[src/common/ptc_pkg.sv]
// package: constants of the period timers
package ptc_pkg;

  // ---------------------------------------------------------------
  // register offsets (byte addresses on the register port)
  // ---------------------------------------------------------------
  localparam logic [7:0] PTC_OFS_CONTROL = 8'h10; // mode and run bits
  localparam logic [7:0] PTC_OFS_FIRST_COUNT = 8'h11; // first timer count
  localparam logic [7:0] PTC_OFS_SECOND_COUNT = 8'h12; // second timer count
  localparam logic [7:0] PTC_OFS_THIRD_LOW = 8'h13; // third timer count, low byte
  localparam logic [7:0] PTC_OFS_THIRD_HIGH = 8'h14; // third timer count, high byte
  localparam logic [7:0] PTC_OFS_EVENT_FLAGS = 8'h16; // peripheral_event_flags
  localparam logic [7:0] PTC_OFS_EVENT_ENABLES = 8'h17; // peripheral_event_enables
  localparam logic [7:0] PTC_OFS_FIRST_PERIOD = 8'h18; // first_period_limit
  localparam logic [7:0] PTC_OFS_SECOND_PERIOD = 8'h19; // second_period_limit
  localparam logic [7:0] PTC_OFS_THIRD_PER_LOW = 8'h1A; // third period / capture, low
  localparam logic [7:0] PTC_OFS_THIRD_PER_HIGH = 8'h1B; // third period / capture, high

  // ---------------------------------------------------------------
  // reset values
  // ---------------------------------------------------------------
  localparam logic [7:0] PTC_RST_FLAGS = 8'h02;
  localparam logic [7:0] PTC_RST_ENABLES = 8'h00;
  localparam logic [7:0] PTC_RST_CONTROL = 8'h00;
  localparam logic [7:0] PTC_RST_PERIOD = 8'hFF;
  localparam logic [7:0] PTC_RD_UNMAPPED = 8'h00;

  // ---------------------------------------------------------------
  // bit positions: event flag / enable registers
  // ---------------------------------------------------------------
  localparam int PTC_BIT_FIRST_FLAG = 4;
  localparam int PTC_BIT_SECOND_FLAG = 5;
  localparam int PTC_BIT_THIRD_FLAG = 6;

  // ---------------------------------------------------------------
  // bit positions: control register
  // ---------------------------------------------------------------
  localparam int PTC_BIT_FIRST_EXT = 0; // first timer counts shared pin edges
  localparam int PTC_BIT_SECOND_EXT = 1; // second timer counts shared pin edges
  localparam int PTC_BIT_THIRD_EXT = 2; // third timer counts its own pin edges
  localparam int PTC_BIT_JOINED = 3; // first and second joined into 16 bits
  localparam int PTC_BIT_DUAL_CAPTURE = 4; // third period register becomes capture
  localparam int PTC_BIT_FIRST_RUN = 5;
  localparam int PTC_BIT_SECOND_RUN = 6;
  localparam int PTC_BIT_THIRD_RUN = 7;

  // ---------------------------------------------------------------
  // timing: one instruction cycle is four system clocks
  // ---------------------------------------------------------------
  localparam int PTC_CLOCKS_PER_INSTR = 4;
  localparam int PTC_DIV_WIDTH = 2;

endpackage : ptc_pkg

[src/common/ptc_cnt_if.sv]
// interface: main block to a period counter
`timescale 1ns/1ps
interface ptc_cnt_if #(parameter int WIDTH = 16);
  logic tick; // advance by one this cycle
  logic use_limit; // wrap at limit, else run over the full range
  logic [WIDTH-1:0] limit; // period match value
  logic load_low; // software write of the low byte
  logic load_high; // software write of the high byte
  logic [7:0] load_byte; // byte written by software
  logic [WIDTH-1:0] count; // present count
  logic wrap; // one-cycle pulse: count rolled over to zero

  modport ctl (output tick, use_limit, limit, load_low, load_high, load_byte,
               input count, wrap);
  modport cnt (input tick, use_limit, limit, load_low, load_high, load_byte,
               output count, wrap);
endinterface : ptc_cnt_if

[src/hdl/ptc_edge_sync.sv]
// module: pin synchroniser with rising-edge pulse
`timescale 1ns/1ps
module ptc_edge_sync
(
  // clock and reset
  input wire logic clk_in,
  input wire logic rst_b_in,
  // asynchronous pin
  input wire logic pin_in,
  // one-cycle pulse per rising edge of the pin
  output logic rise_out
);
  logic sync1_ff; // first stage, read only by the second stage
  logic sync2_ff; // second stage, safe to use
  logic last_ff; // previous synchronised level for edge detection

  // ---------------------------------------------------------------
  // synchroniser and edge detector
  // ---------------------------------------------------------------
  // the edge is taken between stage two and a third flop, so the
  // metastable first stage feeds nothing but the second
  always_ff @(posedge clk_in or negedge rst_b_in)
  begin
    if (!rst_b_in)
    begin
      sync1_ff <= 1'b0;
      sync2_ff <= 1'b0;
      last_ff <= 1'b0;
    end
    else
    begin
      sync1_ff <= pin_in;
      sync2_ff <= sync1_ff;
      last_ff <= sync2_ff;
    end
  end

  assign rise_out = sync2_ff & ~last_ff;
endmodule : ptc_edge_sync

[src/hdl/ptc_period_counter.sv]
// module: period counter that wraps to zero at its limit
`timescale 1ns/1ps
module ptc_period_counter
(
  // clock and reset
  input wire logic clk_in,
  input wire logic rst_b_in,
  // control from the main block
  ptc_cnt_if.cnt cnt_if
);
  localparam int W = $bits(cnt_if.count);

  logic [W-1:0] count_ff; // present count
  logic wrap_ff; // rollover pulse
  logic at_limit; // count equals the wrap point

  // ---------------------------------------------------------------
  // wrap point
  // ---------------------------------------------------------------
  // without a limit the counter simply overflows from all ones
  assign at_limit = cnt_if.use_limit ? (count_ff == cnt_if.limit) : (&count_ff);

  // ---------------------------------------------------------------
  // count register
  // ---------------------------------------------------------------
  // a software byte write beats a tick in the same cycle
  always_ff @(posedge clk_in or negedge rst_b_in)
  begin
    if (!rst_b_in)
    begin
      count_ff <= '0;
    end
    else if (cnt_if.load_low || cnt_if.load_high)
    begin
      if (cnt_if.load_low)
      begin
        count_ff[7:0] <= cnt_if.load_byte;
      end
      if (cnt_if.load_high && (W > 8))
      begin
        count_ff[W-1:W-8] <= cnt_if.load_byte;
      end
    end
    else if (cnt_if.tick)
    begin
      count_ff <= at_limit ? '0 : count_ff + 1'b1;
    end
  end

  // ---------------------------------------------------------------
  // rollover pulse
  // ---------------------------------------------------------------
  always_ff @(posedge clk_in or negedge rst_b_in)
  begin
    if (!rst_b_in)
    begin
      wrap_ff <= 1'b0;
    end
    else
    begin
      wrap_ff <= cnt_if.tick && at_limit && !(cnt_if.load_low || cnt_if.load_high);
    end
  end

  assign cnt_if.count = count_ff;
  assign cnt_if.wrap = wrap_ff;
endmodule : ptc_period_counter

[src/hdl/ptc_timers.sv]
// module: three period timers with flags and one interrupt
// ---------------------------------------------------------------
// ---------------------------------------------------------------
//
// Design decision made here: the address-and-strobe port.
`timescale 1ns/1ps
module ptc_timers
  import ptc_pkg::*;
(
  // clock and reset
  input wire logic CLK_IN,
  input wire logic RST_B_IN,
  // register port
  input wire logic [7:0] ADDR_IN,
  input wire logic [7:0] WR_DATA_IN,
  input wire logic WR_IN,
  input wire logic RD_IN,
  output logic [7:0] RD_DATA_OUT,
  // external clock pins
  input wire logic SHARED_TIMER_CLOCK_PIN_IN,
  input wire logic THIRD_TIMER_CLOCK_PIN_IN,
  // capture unit: take the third count into the period register
  input wire logic CAPTURE2_STROBE_IN,
  // time bases for the PWM and capture units
  output logic [7:0] FIRST_TIMER_COUNT_OUT,
  output logic [7:0] SECOND_TIMER_COUNT_OUT,
  output logic [15:0] THIRD_TIMER_COUNT_OUT,
  output logic FIRST_WRAP_OUT,
  output logic SECOND_WRAP_OUT,
  output logic THIRD_WRAP_OUT,
  // interrupt
  output logic IRQ_OUT
);
  import ptc_pkg::*;

  // ---------------------------------------------------------------
  // declarations
  // ---------------------------------------------------------------
  logic [7:0] control_ff; // mode and run bits
  logic [7:0] flags_ff; // sticky event flags
  logic [7:0] enables_ff; // interrupt enables
  logic [7:0] first_period_ff; // first_period_limit
  logic [7:0] second_period_ff; // second_period_limit
  logic [15:0] third_period_ff; // third period, or second capture register
  logic [7:0] first_count_ff; // first_timer_count
  logic [7:0] second_count_ff; // second_timer_count
  logic [PTC_DIV_WIDTH-1:0] div_ff; // instruction cycle divider
  logic instr_tick; // one pulse per instruction cycle
  logic shared_rise; // synchronised shared pin edge
  logic third_rise; // synchronised third pin edge
  logic first_tick; // first (or joined) timer advance
  logic second_tick; // second timer advance
  logic joined; // 16-bit joined mode
  logic dual_capture; // third period register used for capture
  logic first_hit; // first count at its wrap point
  logic second_hit; // second count at its wrap point
  logic joined_hit; // joined count at its wrap point
  logic first_wrap; // first (or joined) rollover this cycle
  logic second_wrap; // second rollover this cycle
  logic [7:0] nxt_flags; // next value of the flags
  logic [7:0] set_mask; // events raised this cycle
  logic [7:0] rd_mux; // read data before the register

  ptc_cnt_if #(.WIDTH(16)) third_if ();

  // write strobe decode shared by every register
  function automatic logic wr_hit(input logic [7:0] ofs);
    return WR_IN && (ADDR_IN == ofs);
  endfunction : wr_hit

  assign joined = control_ff[PTC_BIT_JOINED];
  assign dual_capture = control_ff[PTC_BIT_DUAL_CAPTURE];

  // ---------------------------------------------------------------
  // instruction cycle divider
  // ---------------------------------------------------------------
  // internal counting runs at a quarter of the system clock
  always_ff @(posedge CLK_IN or negedge RST_B_IN)
  begin
    if (!RST_B_IN)
    begin
      div_ff <= '0;
    end
    else
    begin
      div_ff <= div_ff + 1'b1;
    end
  end

  assign instr_tick = (div_ff == PTC_DIV_WIDTH'(PTC_CLOCKS_PER_INSTR - 1));

  // ---------------------------------------------------------------
  // pin synchronisers
  // ---------------------------------------------------------------
  ptc_edge_sync u_shared_sync (
    .clk_in(CLK_IN),
    .rst_b_in(RST_B_IN),
    .pin_in(SHARED_TIMER_CLOCK_PIN_IN),
    .rise_out(shared_rise)
  );

  ptc_edge_sync u_third_sync (
    .clk_in(CLK_IN),
    .rst_b_in(RST_B_IN),
    .pin_in(THIRD_TIMER_CLOCK_PIN_IN),
    .rise_out(third_rise)
  );

  // ---------------------------------------------------------------
  // tick selection
  // ---------------------------------------------------------------
  // joined mode is driven by the first timer's source and run bit
  assign first_tick = control_ff[PTC_BIT_FIRST_RUN] &&
                      (control_ff[PTC_BIT_FIRST_EXT] ? shared_rise : instr_tick);
  assign second_tick = !joined && control_ff[PTC_BIT_SECOND_RUN] &&
                       (control_ff[PTC_BIT_SECOND_EXT] ? shared_rise : instr_tick);

  // ---------------------------------------------------------------
  // wrap detection, first and second timers
  // ---------------------------------------------------------------
  assign first_hit = (first_count_ff == first_period_ff);
  assign second_hit = (second_count_ff == second_period_ff);
  assign joined_hit = ({second_count_ff, first_count_ff} ==
                       {second_period_ff, first_period_ff});
  assign first_wrap = first_tick && (joined ? joined_hit : first_hit) &&
                      !wr_hit(PTC_OFS_FIRST_COUNT);
  assign second_wrap = second_tick && second_hit && !wr_hit(PTC_OFS_SECOND_COUNT);

  // ---------------------------------------------------------------
  // first timer count (low byte when joined)
  // ---------------------------------------------------------------
  // software write wins over a tick in the same cycle
  always_ff @(posedge CLK_IN or negedge RST_B_IN)
  begin
    if (!RST_B_IN)
    begin
      first_count_ff <= '0;
    end
    else if (wr_hit(PTC_OFS_FIRST_COUNT))
    begin
      first_count_ff <= WR_DATA_IN;
    end
    else if (first_tick)
    begin
      first_count_ff <= first_wrap ? 8'h00 : first_count_ff + 8'h01;
    end
  end

  // ---------------------------------------------------------------
  // second timer count (high byte when joined)
  // ---------------------------------------------------------------
  always_ff @(posedge CLK_IN or negedge RST_B_IN)
  begin
    if (!RST_B_IN)
    begin
      second_count_ff <= '0;
    end
    else if (wr_hit(PTC_OFS_SECOND_COUNT))
    begin
      second_count_ff <= WR_DATA_IN;
    end
    else if (joined && first_tick)
    begin
      // carry from the low byte, cleared on the joined rollover
      if (first_wrap)
      begin
        second_count_ff <= 8'h00;
      end
      else if (&first_count_ff)
      begin
        second_count_ff <= second_count_ff + 8'h01;
      end
    end
    else if (second_tick)
    begin
      second_count_ff <= second_wrap ? 8'h00 : second_count_ff + 8'h01;
    end
  end

  // ---------------------------------------------------------------
  // third timer
  // ---------------------------------------------------------------
  // in dual capture mode the period register no longer limits the count
  assign third_if.tick = control_ff[PTC_BIT_THIRD_RUN] &&
                         (control_ff[PTC_BIT_THIRD_EXT] ? third_rise : instr_tick);
  assign third_if.use_limit = !dual_capture;
  assign third_if.limit = third_period_ff;
  assign third_if.load_low = wr_hit(PTC_OFS_THIRD_LOW);
  assign third_if.load_high = wr_hit(PTC_OFS_THIRD_HIGH);
  assign third_if.load_byte = WR_DATA_IN;

  ptc_period_counter u_third (
    .clk_in(CLK_IN),
    .rst_b_in(RST_B_IN),
    .cnt_if(third_if)
  );

  // ---------------------------------------------------------------
  // period registers
  // ---------------------------------------------------------------
  always_ff @(posedge CLK_IN or negedge RST_B_IN)
  begin
    if (!RST_B_IN)
    begin
      first_period_ff <= PTC_RST_PERIOD;
      second_period_ff <= PTC_RST_PERIOD;
    end
    else
    begin
      if (wr_hit(PTC_OFS_FIRST_PERIOD))
      begin
        first_period_ff <= WR_DATA_IN;
      end
      if (wr_hit(PTC_OFS_SECOND_PERIOD))
      begin
        second_period_ff <= WR_DATA_IN;
      end
    end
  end

  // third period: a capture strobe in dual mode beats a software write
  always_ff @(posedge CLK_IN or negedge RST_B_IN)
  begin
    if (!RST_B_IN)
    begin
      third_period_ff <= {PTC_RST_PERIOD, PTC_RST_PERIOD};
    end
    else if (dual_capture && CAPTURE2_STROBE_IN)
    begin
      third_period_ff <= third_if.count;
    end
    else
    begin
      if (wr_hit(PTC_OFS_THIRD_PER_LOW))
      begin
        third_period_ff[7:0] <= WR_DATA_IN;
      end
      if (wr_hit(PTC_OFS_THIRD_PER_HIGH))
      begin
        third_period_ff[15:8] <= WR_DATA_IN;
      end
    end
  end

  // ---------------------------------------------------------------
  // control and enable registers
  // ---------------------------------------------------------------
  always_ff @(posedge CLK_IN or negedge RST_B_IN)
  begin
    if (!RST_B_IN)
    begin
      control_ff <= PTC_RST_CONTROL;
      enables_ff <= PTC_RST_ENABLES;
    end
    else
    begin
      if (wr_hit(PTC_OFS_CONTROL))
      begin
        control_ff <= WR_DATA_IN;
      end
      if (wr_hit(PTC_OFS_EVENT_ENABLES))
      begin
        enables_ff <= WR_DATA_IN;
      end
    end
  end

  // ---------------------------------------------------------------
  // sticky event flags, write one to clear, set wins
  // ---------------------------------------------------------------
  always_comb
  begin
    set_mask = 8'h00;
    set_mask[PTC_BIT_FIRST_FLAG] = first_wrap;
    set_mask[PTC_BIT_SECOND_FLAG] = second_wrap;
    set_mask[PTC_BIT_THIRD_FLAG] = third_if.wrap;
    nxt_flags = flags_ff;
    if (wr_hit(PTC_OFS_EVENT_FLAGS))
    begin
      nxt_flags = flags_ff & ~WR_DATA_IN;
    end
    nxt_flags = nxt_flags | set_mask;
  end

  always_ff @(posedge CLK_IN or negedge RST_B_IN)
  begin
    if (!RST_B_IN)
    begin
      flags_ff <= PTC_RST_FLAGS;
    end
    else
    begin
      flags_ff <= nxt_flags;
    end
  end

  // ---------------------------------------------------------------
  // interrupt line
  // ---------------------------------------------------------------
  // registered from the next flags, so it changes in the same clock as the flags
  always_ff @(posedge CLK_IN or negedge RST_B_IN)
  begin
    if (!RST_B_IN)
    begin
      IRQ_OUT <= 1'b0;
    end
    else
    begin
      IRQ_OUT <= |(nxt_flags & enables_ff);
    end
  end

  // ---------------------------------------------------------------
  // read mux and read data register
  // ---------------------------------------------------------------
  always_comb
  begin
    case (ADDR_IN)
      PTC_OFS_CONTROL: rd_mux = control_ff;
      PTC_OFS_FIRST_COUNT: rd_mux = first_count_ff;
      PTC_OFS_SECOND_COUNT: rd_mux = second_count_ff;
      PTC_OFS_THIRD_LOW: rd_mux = third_if.count[7:0];
      PTC_OFS_THIRD_HIGH: rd_mux = third_if.count[15:8];
      PTC_OFS_EVENT_FLAGS: rd_mux = flags_ff;
      PTC_OFS_EVENT_ENABLES: rd_mux = enables_ff;
      PTC_OFS_FIRST_PERIOD: rd_mux = first_period_ff;
      PTC_OFS_SECOND_PERIOD: rd_mux = second_period_ff;
      PTC_OFS_THIRD_PER_LOW: rd_mux = third_period_ff[7:0];
      PTC_OFS_THIRD_PER_HIGH: rd_mux = third_period_ff[15:8];
      default: rd_mux = PTC_RD_UNMAPPED;
    endcase
  end

  // data stands only in the cycle after the read strobe
  always_ff @(posedge CLK_IN or negedge RST_B_IN)
  begin
    if (!RST_B_IN)
    begin
      RD_DATA_OUT <= 8'h00;
    end
    else
    begin
      RD_DATA_OUT <= RD_IN ? rd_mux : 8'h00;
    end
  end

  // ---------------------------------------------------------------
  // time base outputs
  // ---------------------------------------------------------------
  always_ff @(posedge CLK_IN or negedge RST_B_IN)
  begin
    if (!RST_B_IN)
    begin
      FIRST_WRAP_OUT <= 1'b0;
      SECOND_WRAP_OUT <= 1'b0;
    end
    else
    begin
      FIRST_WRAP_OUT <= first_wrap;
      SECOND_WRAP_OUT <= second_wrap;
    end
  end

  assign FIRST_TIMER_COUNT_OUT = first_count_ff;
  assign SECOND_TIMER_COUNT_OUT = second_count_ff;
  assign THIRD_TIMER_COUNT_OUT = third_if.count;
  assign THIRD_WRAP_OUT = third_if.wrap;
endmodule : ptc_timers

[config.mk]
export PLATFORM = sky130hd
export DESIGN_NAME = ptc_timers
export DESIGN_NICKNAME = d
export VERILOG_FILES = /design/src/common/ptc_pkg.sv /design/src/common/ptc_cnt_if.sv /design/src/hdl/ptc_edge_sync.sv /design/src/hdl/ptc_period_counter.sv /design/src/hdl/ptc_timers.sv
export SDC_FILE = /design/constraint.sdc
export NUM_CORES = 1
export LEC_CHECK = 0
export BUFFER_PORTS_ARGS = -buffer_cell sky130_fd_sc_hd__buf_2
export CORE_MARGIN = 8
export CORE_UTILIZATION = 25
export CTS_CLUSTER_DIAMETER = 40
export DETAILED_ROUTE_END_ITERATION = 6
export GPL_TIMING_DRIVEN = 1
export PLACE_DENSITY = 0.39
export SLEW_MARGIN = 10
export SYNTH_ARGS = -nofsm -noshare
export SYNTH_HDL_FRONTEND = slang
export SYNTH_SLANG_ARGS = --single-unit
[constraint.sdc]
create_clock -name CLK_IN -period 2.5 [get_ports CLK_IN]
set_clock_uncertainty 0.1 [all_clocks]
set_input_delay 0.25 -clock CLK_IN [delete_from_list [all_inputs] [get_ports CLK_IN]]
set_output_delay 0.25 -clock CLK_IN [all_outputs]
set_load 0.05 [all_outputs]
==> results of run 1 <==
power by group through the flow:
stage | registers, mW | logic, mW | clock network, mW
floorplan | 2.26 | 0.424 | 0
global placement | 2.18 | 0.890 | 0
detailed placement | 2.19 | 0.892 | 0
CTS | 2.16 | 0.898 | 1.49
global route | 2.18 | 0.983 | 1.54
finish | 2.16 | 0.901 | 1.44
state kept, by name (all words and copies together) (netlist names), 2 cells and up:
signal	cells
flags_ff	8
control_ff	8
FIRST_TIMER_COUNT_OUT	8
third_if.limit	16
u_third.cnt_if.count	16
RD_DATA_OUT	8
SECOND_TIMER_COUNT_OUT	8
first_period_ff	8
enables_ff	8
second_period_ff	8
div_ff	2
Yosys cell counts, drive strengths merged (3+ instances only):
cell type | instances | area share (%)
a31oi | 8 | 0.78
or2 | 5 | 0.49
nor2 | 21 | 1.3
a22oi | 7 | 0.82
nand2 | 83 | 4.9
buf | 11 | 1.3
and2 | 8 | 0.80
o22ai | 9 | 0.87
nand4 | 7 | 0.68
o221ai | 5 | 0.68
a32oi | 5 | 0.68
a211o | 6 | 0.82
nand2b | 3 | 0.29
a222oi | 3 | 0.47
o31ai | 5 | 0.58
o21ai | 42 | 3.3
and3 | 6 | 0.58
xnor2 | 9 | 1.2
or3 | 4 | 0.41
mux2 | 37 | 6.5
or4 | 3 | 0.35
clkbuf | 37 | 2.2
mux2i | 22 | 3.4
nor4 | 14 | 1.6
dfstp | 33 | 13
inv | 17 | 0.99
nand3b | 4 | 0.47
ha | 4 | 0.78
and3b | 3 | 0.41
nor3b | 8 | 0.93
a221oi | 5 | 0.68
xor2 | 23 | 3.1
dfrtp | 75 | 29
o211ai | 13 | 1.5
nand3 | 25 | 1.9
nor2b | 8 | 0.78
a22o | 11 | 1.5
a221o | 7 | 1.1
nor3 | 20 | 1.9
a21oi | 24 | 1.9
a21boi | 7 | 0.82
worst max path at each step:
stage | depth (start not counted) | start | slack [ns] | end
floorplan | 7 | FIRST_TIMER_COUNT_OUT[5] | 0.01 | SECOND_TIMER_COUNT_OUT[0]
global placement | 8 | ADDR_IN[5] | -0.09 | SECOND_TIMER_COUNT_OUT[5]
detailed placement | 8 | ADDR_IN[5] | -0.21 | SECOND_TIMER_COUNT_OUT[5]
CTS | 7 | div_ff[0] | 0.02 | SECOND_TIMER_COUNT_OUT[5]
global route | 8 | first_period_ff[4] | 0.003 | SECOND_TIMER_COUNT_OUT[0]
finish | 8 | first_period_ff[4] | 0.1 | SECOND_TIMER_COUNT_OUT[4]
final cells by class:
type                            instances  area [um^2]  area share (%)
Multi-Input combinational cell        496         3440           43.29
Inverter                               17        63.81          0.8031
Sequential cell                       108         2751           34.63
Tap cell                              330        412.9           5.197
Clock inverter                          6        45.04          0.5669
Clock buffer                           10        239.0           3.008
Timing Repair Buffer                  148        993.5           12.50
logic make-up after synthesis:
logic type,after synthesis,share of synthesized area [%]
fa+ha+maj,4,0.7778
xor+xnor,32,4.355
flops,108,42.64
compound gates,173,18.67
simple gates,226,18.53
buf+inv,65,4.433
mux,61,10.60
what timing repair did:
action	in CTS	in global routing
endpoints found under the hold margin	25	0
resized for setup	0	6
endpoints found under the setup margin	0	9
hold buffers	3	0
setup buffers	0	1
through the flow:
step | utilization [%] | area [um^2]
global placement | 30.07 | 7595
global route | 31.46 | 7945
CTS | 31.32 | 7909
floorplan | - | 6447
finish | 31.46 | 7945
detailed placement | 30.07 | 7595
metal layers:
metal	up-vias	track usage, %	part of all wire, %	routed length, um
met3	15	1.859	3.6	932
met4	0	4.378	1.4	357
met5	-	0	0	0
li1	2708	-	-	-
met2	157	27.23	48	12500
met1	2986	22.91	47	12020
critical path, delay by kind of cell, from the launching register on:
family	cells	cell delay, ns
DFF	1	0.55
and+or+nand+nor	2	0.87
buffers and inverters	2	0.33
xor gates and xnor gates	1	0.08
AOI/OAI and AO/OA	3	0.36
==> impl_metrics.yaml, run 1 <==
outcome:
  outcome: "complete, no violations"
clocking:
  clk_transition_reported_paths_ns: 0.08
  h-tree-depth: 3
  cts_tree: "done"
  clock_tree.root_cell: "clkbuf_16"
  tritoncts.num_buffers: 9
  clock_latency_ns: 0.36
  cts_buffer_depth: 2
  tritoncts_num_sinks: 108
floorplanning:
  dieHeight_um: 176.4
  coreArea_um2: 25250
  start_util_pct: 25.48
  rows: 58
  die_w_um: 176.4
  design.portCount: 67
  die_area_um2: 31130
global_routing:
  grt_max_degree: 55
  grt_pass1_vias: 5958
  grt_antenna_before_repair: 0
  grt_pass1_wl_mm: 39.04
  overflow: 0
  grt_usage_pct: 16.63
hold_path:
  whs_path_depth: 3
  holdPathEnd: "flags_ff[3]"
  holdCritPathClass: "input port to flip-flop"
  min_from: "WR_DATA_IN[3]"
sta:
  rsz0062_at_grt: "false"
  slew_violations: 0
  period_share_pct: 96.19
  max_slew_margin_pct: 57.35
  hold_viol_final: 0
  period_needed_ns: 2.405
  worst_pin_slew_ns: 0.6398
  finalSetupTns_ns: 0
  setup_viol: 0
  hold-worst-slack_ns: 0.1672
  fmax_ghz: 0.4158
  fin_ws_ns: 0.09524
pwr:
  p_clk_share_pct: 32.1
  p_seq_share_pct: 47.9
  power_switching_mw: 1.473
  p_int_mw: 3.028
  swShare_pct: 32.73
  pwr-share-comb_pct: 20.0
  vdd_drop_max_v: 0.0002873
  report.power.total_mw: 4.501
  leakage_nw: 3.406
  power_density_nw_per_um2: 566.5
critical_path:
  crit_path_cell_trace: "xor2_1 -> or4_4 -> nor4_4 -> buf_4 -> a21oi_2 -> buf_4 -> a21oi_1 -> o221ai_1"
  required_ns: 2.63
  rr_worst_depth: 8
  arrival_ns: 2.54
  r2r-start: "first_period_ff[4]"
  crit_top_cell: "buf_4"
  rrSetupSlack_ns: 0.1
  critical_path_class: "flip-flop to flip-flop"
  r2r-end: "SECOND_TIMER_COUNT_OUT[4]"
  worst_setup_path_end_kind: "flip-flop"
  path_max_fanout: 5
  start_kind: "flip-flop"
  crit_slowest_cell: "dfstp_2"
  slowest_delay_ns: 0.55
synth:
  synth_nets: 696
  syn_avg_cell_area_um2: 9.619
  synth_warnings: 0
  ys_seq_area_share_pct: 42.64
  ys_async_sr_fraction_pct: 100.0
  syn_area_um2: 6435
  yosysUniqueCellTypes: 70
  synth_edf_count: 0
  synth_cells: 669
  synthFlopType: "dfrtp_1"
  ys_seq_elements: 108
routing:
  first_iter_violations: 542
  drcViolationCount: 0
  drt-total-wl_mm: 25.80
  firstDrtPassIters: 5
  avgRoutedWirePerCell_um: 23.14
  vias: 5866
  ant_nets: 0
  vias_per_cell: 5.261
finish:
  final.fill_count: 2668
  fin_nets: 807
  final_common_cell: "nand2_1"
  syn_to_final_growth_pct: 23.47
  drive_gt1_share_pct: 33.50
  final_cell_mix: "82 x nand2_1, 77 x buf_4, 69 x dfrtp_1"
  antenna_cells: 0
  stdcell_count: 1115
placed_design:
  portBuffers: 66
  dp_slack_ns: -0.2114
  globalplace.congestion: 0.8693
  dp_hpwl_mm: 19.07
  dp.cells: 1095
job:
  maxCapViolCount: 0
No activity file was read; power rests on OpenSTA's default activity.
==> inputs of run 2 (changes only) <==
- CORE_ASPECT_RATIO: not set -> 0.75
==> run 2 against run 1 <==
Net effect: setup slack got worse by 0.0061 ns; first-iteration DRC count rose by 7.0%; power is 3.6% higher; sequential cell count did not move; combinational power barely moved; cell area rose by 1.7%; critical path type unchanged; largest power group unchanged.
==> impl_metrics.yaml, run 2 (synthesis gave the netlist of run 1 again) <==
critical_path:
  arrival_ns: 2.55
  critical_path_class: "flip-flop to flip-flop"
  crit_slowest_cell: "dfstp_2"
  slowest_delay_ns: 0.56
  cp-startpoint: "first_period_ff[4]"
  crit_path_cell_trace: "xor2_1 -> or4_4 -> nor4_4 -> buf_4 -> o22ai_4 -> a32oi_1 -> o21ai_0"
  r2r-start: "first_period_ff[4]"
  worst_setup_path_end_kind: "flip-flop"
  path_max_fanout: 11
  timing.critical_path.buf_inv: 1
  start_kind: "flip-flop"
  required_ns: 2.64
  path_delay_family: "simple AND/OR/NAND/NOR gates"
sta:
  slew_violations: 0
  hold_viol_final: 0
  fin_ws_ns: 0.08918
  period_share_pct: 96.43
  worst_pin_slew_ns: 0.6102
  period_needed_ns: 2.411
  setup_viol: 0
  hold-worst-slack_ns: 0.1122
  max_slew_margin_pct: 59.24
  fmax_ghz: 0.4148
routing:
  first_iter_violations: 580
  ant_nets: 0
  avgRoutedWirePerCell_um: 23.15
  drcViolationCount: 0
  vias_per_cell: 5.288
  vias: 6023
  drt-total-wl_mm: 26.37
  firstDrtPassIters: 6
clocking:
  tritoncts.num_buffers: 9
  clock_tree.root_cell: "clkbuf_16"
  clk_transition_reported_paths_ns: 0.08
  cts_tree: "done"
  cts_buffer_depth: 2
  tritoncts_num_sinks: 108
  clock_latency_ns: 0.37
  h-tree-depth: 3
floorplanning:
  start_util_pct: 25.09
  coreArea_um2: 25650
  design.portCount: 67
  die_area_um2: 31180
  rows: 51
  dieHeight_um: 154.9
  die_w_um: 201.3
finish:
  stdcell_count: 1139
  fin_nets: 816
  final.fill_count: 2679
  drive_gt1_share_pct: 34.13
  final_cell_mix: "86 x buf_4, 82 x nand2_1, 70 x dfrtp_1"
  multiInputGateArea_um2: 3456
  regArea_um2: 2750
  syn_to_final_growth_pct: 25.55
  final_common_cell: "buf_4"
placed_design:
  portBuffers: 66
  dp_slack_ns: -0.3322
  dp_hpwl_mm: 20.01
  dp.cells: 1118
  globalplace.congestion: 0.8850
job:
  maxCapViolCount: 0
global_routing:
  grt_pass1_wl_mm: 39.47
  overflow: 0
  grt_pass1_vias: 6029
  grt_max_degree: 59
  grt_usage_pct: 16.61
  grt_antenna_before_repair: 2
pwr:
  vdd_drop_max_v: 0.0002960
  power_density_nw_per_um2: 577.1
  leakage_nw: 3.452
  report.power.total_mw: 4.662
hold_path:
  min_from: "WR_DATA_IN[2]"
  holdCritPathClass: "input port to flip-flop"
outcome:
  outcome: "complete, no violations"
## run 2: changes by cell type in the layout (fill, tap and decap cells not counted), moves of 2 or more
cell / previous run / this run
inv_8: 0 / 3
inv_6: 3 / 1
buf_4: 77 / 86
clkinv_2: 2 / 0
## run 2: layout make-up
type | count | share of cell area, %
tap | 344 | 5.328
antenna | 1 | 0.03097
multi-input combinational | 496 | 42.78
sequential | 108 | 34.04
inverter | 17 | 0.7898
clock buffer | 9 | 2.788
clock inverter | 7 | 1.115
timing repair buffer | 157 | 13.13
## run 2: through the flow
step,instance area (um^2),setup TNS [ns],util (%)
6_report,8079,0,31.49
5_1_grt,8077,-0.02056,31.48
4_1_cts,8031,0,31.31
3_5_place_dp,7680,-1.941,29.94
3_3_place_gp,7680,-0.6887,29.94
2_1_floorplan,6447,0,-
## run 2: routing by layer
metal	vias up	wire (um)	GRT usage, %
met5	-	0	0
met4	0	338	3.402
met3	26	1694	3.283
met2	242	11510	24.61
met1	3039	12830	24.58
li1	2716	-	-
## run 2: where the power goes
part           internal (mW)  total (mW)  leakage (nW)  switching, mW
registers               1.98        2.17          1.27          0.196
logic                  0.339       0.901          2.03          0.562
clock network          0.808        1.59         0.156          0.779
## run 2: worst paths after layout
check | to | slack [ns] | cells after the start
setup / recovery | SECOND_TIMER_COUNT_OUT[3] | 0.09 | 7
hold / removal | flags_ff[2] | 0.11 | 2
setup reg to reg | SECOND_TIMER_COUNT_OUT[3] | 0.09 | 7
hold reg to reg | u_shared_sync.sync2_ff | 0.26 | 0
max in group asynchronous | second_period_ff[5] | 1.28 | 3
min in group asynchronous | RD_DATA_OUT[6] | 0.26 | 2
## run 2: timing repair
item	in CTS	in global routing
hold buffers	3	0
setup endpoints to repair	6	8
pin swaps	0	1
setup buffers	0	1
gates resized for setup	1	6
endpoints found under the hold margin	27	0
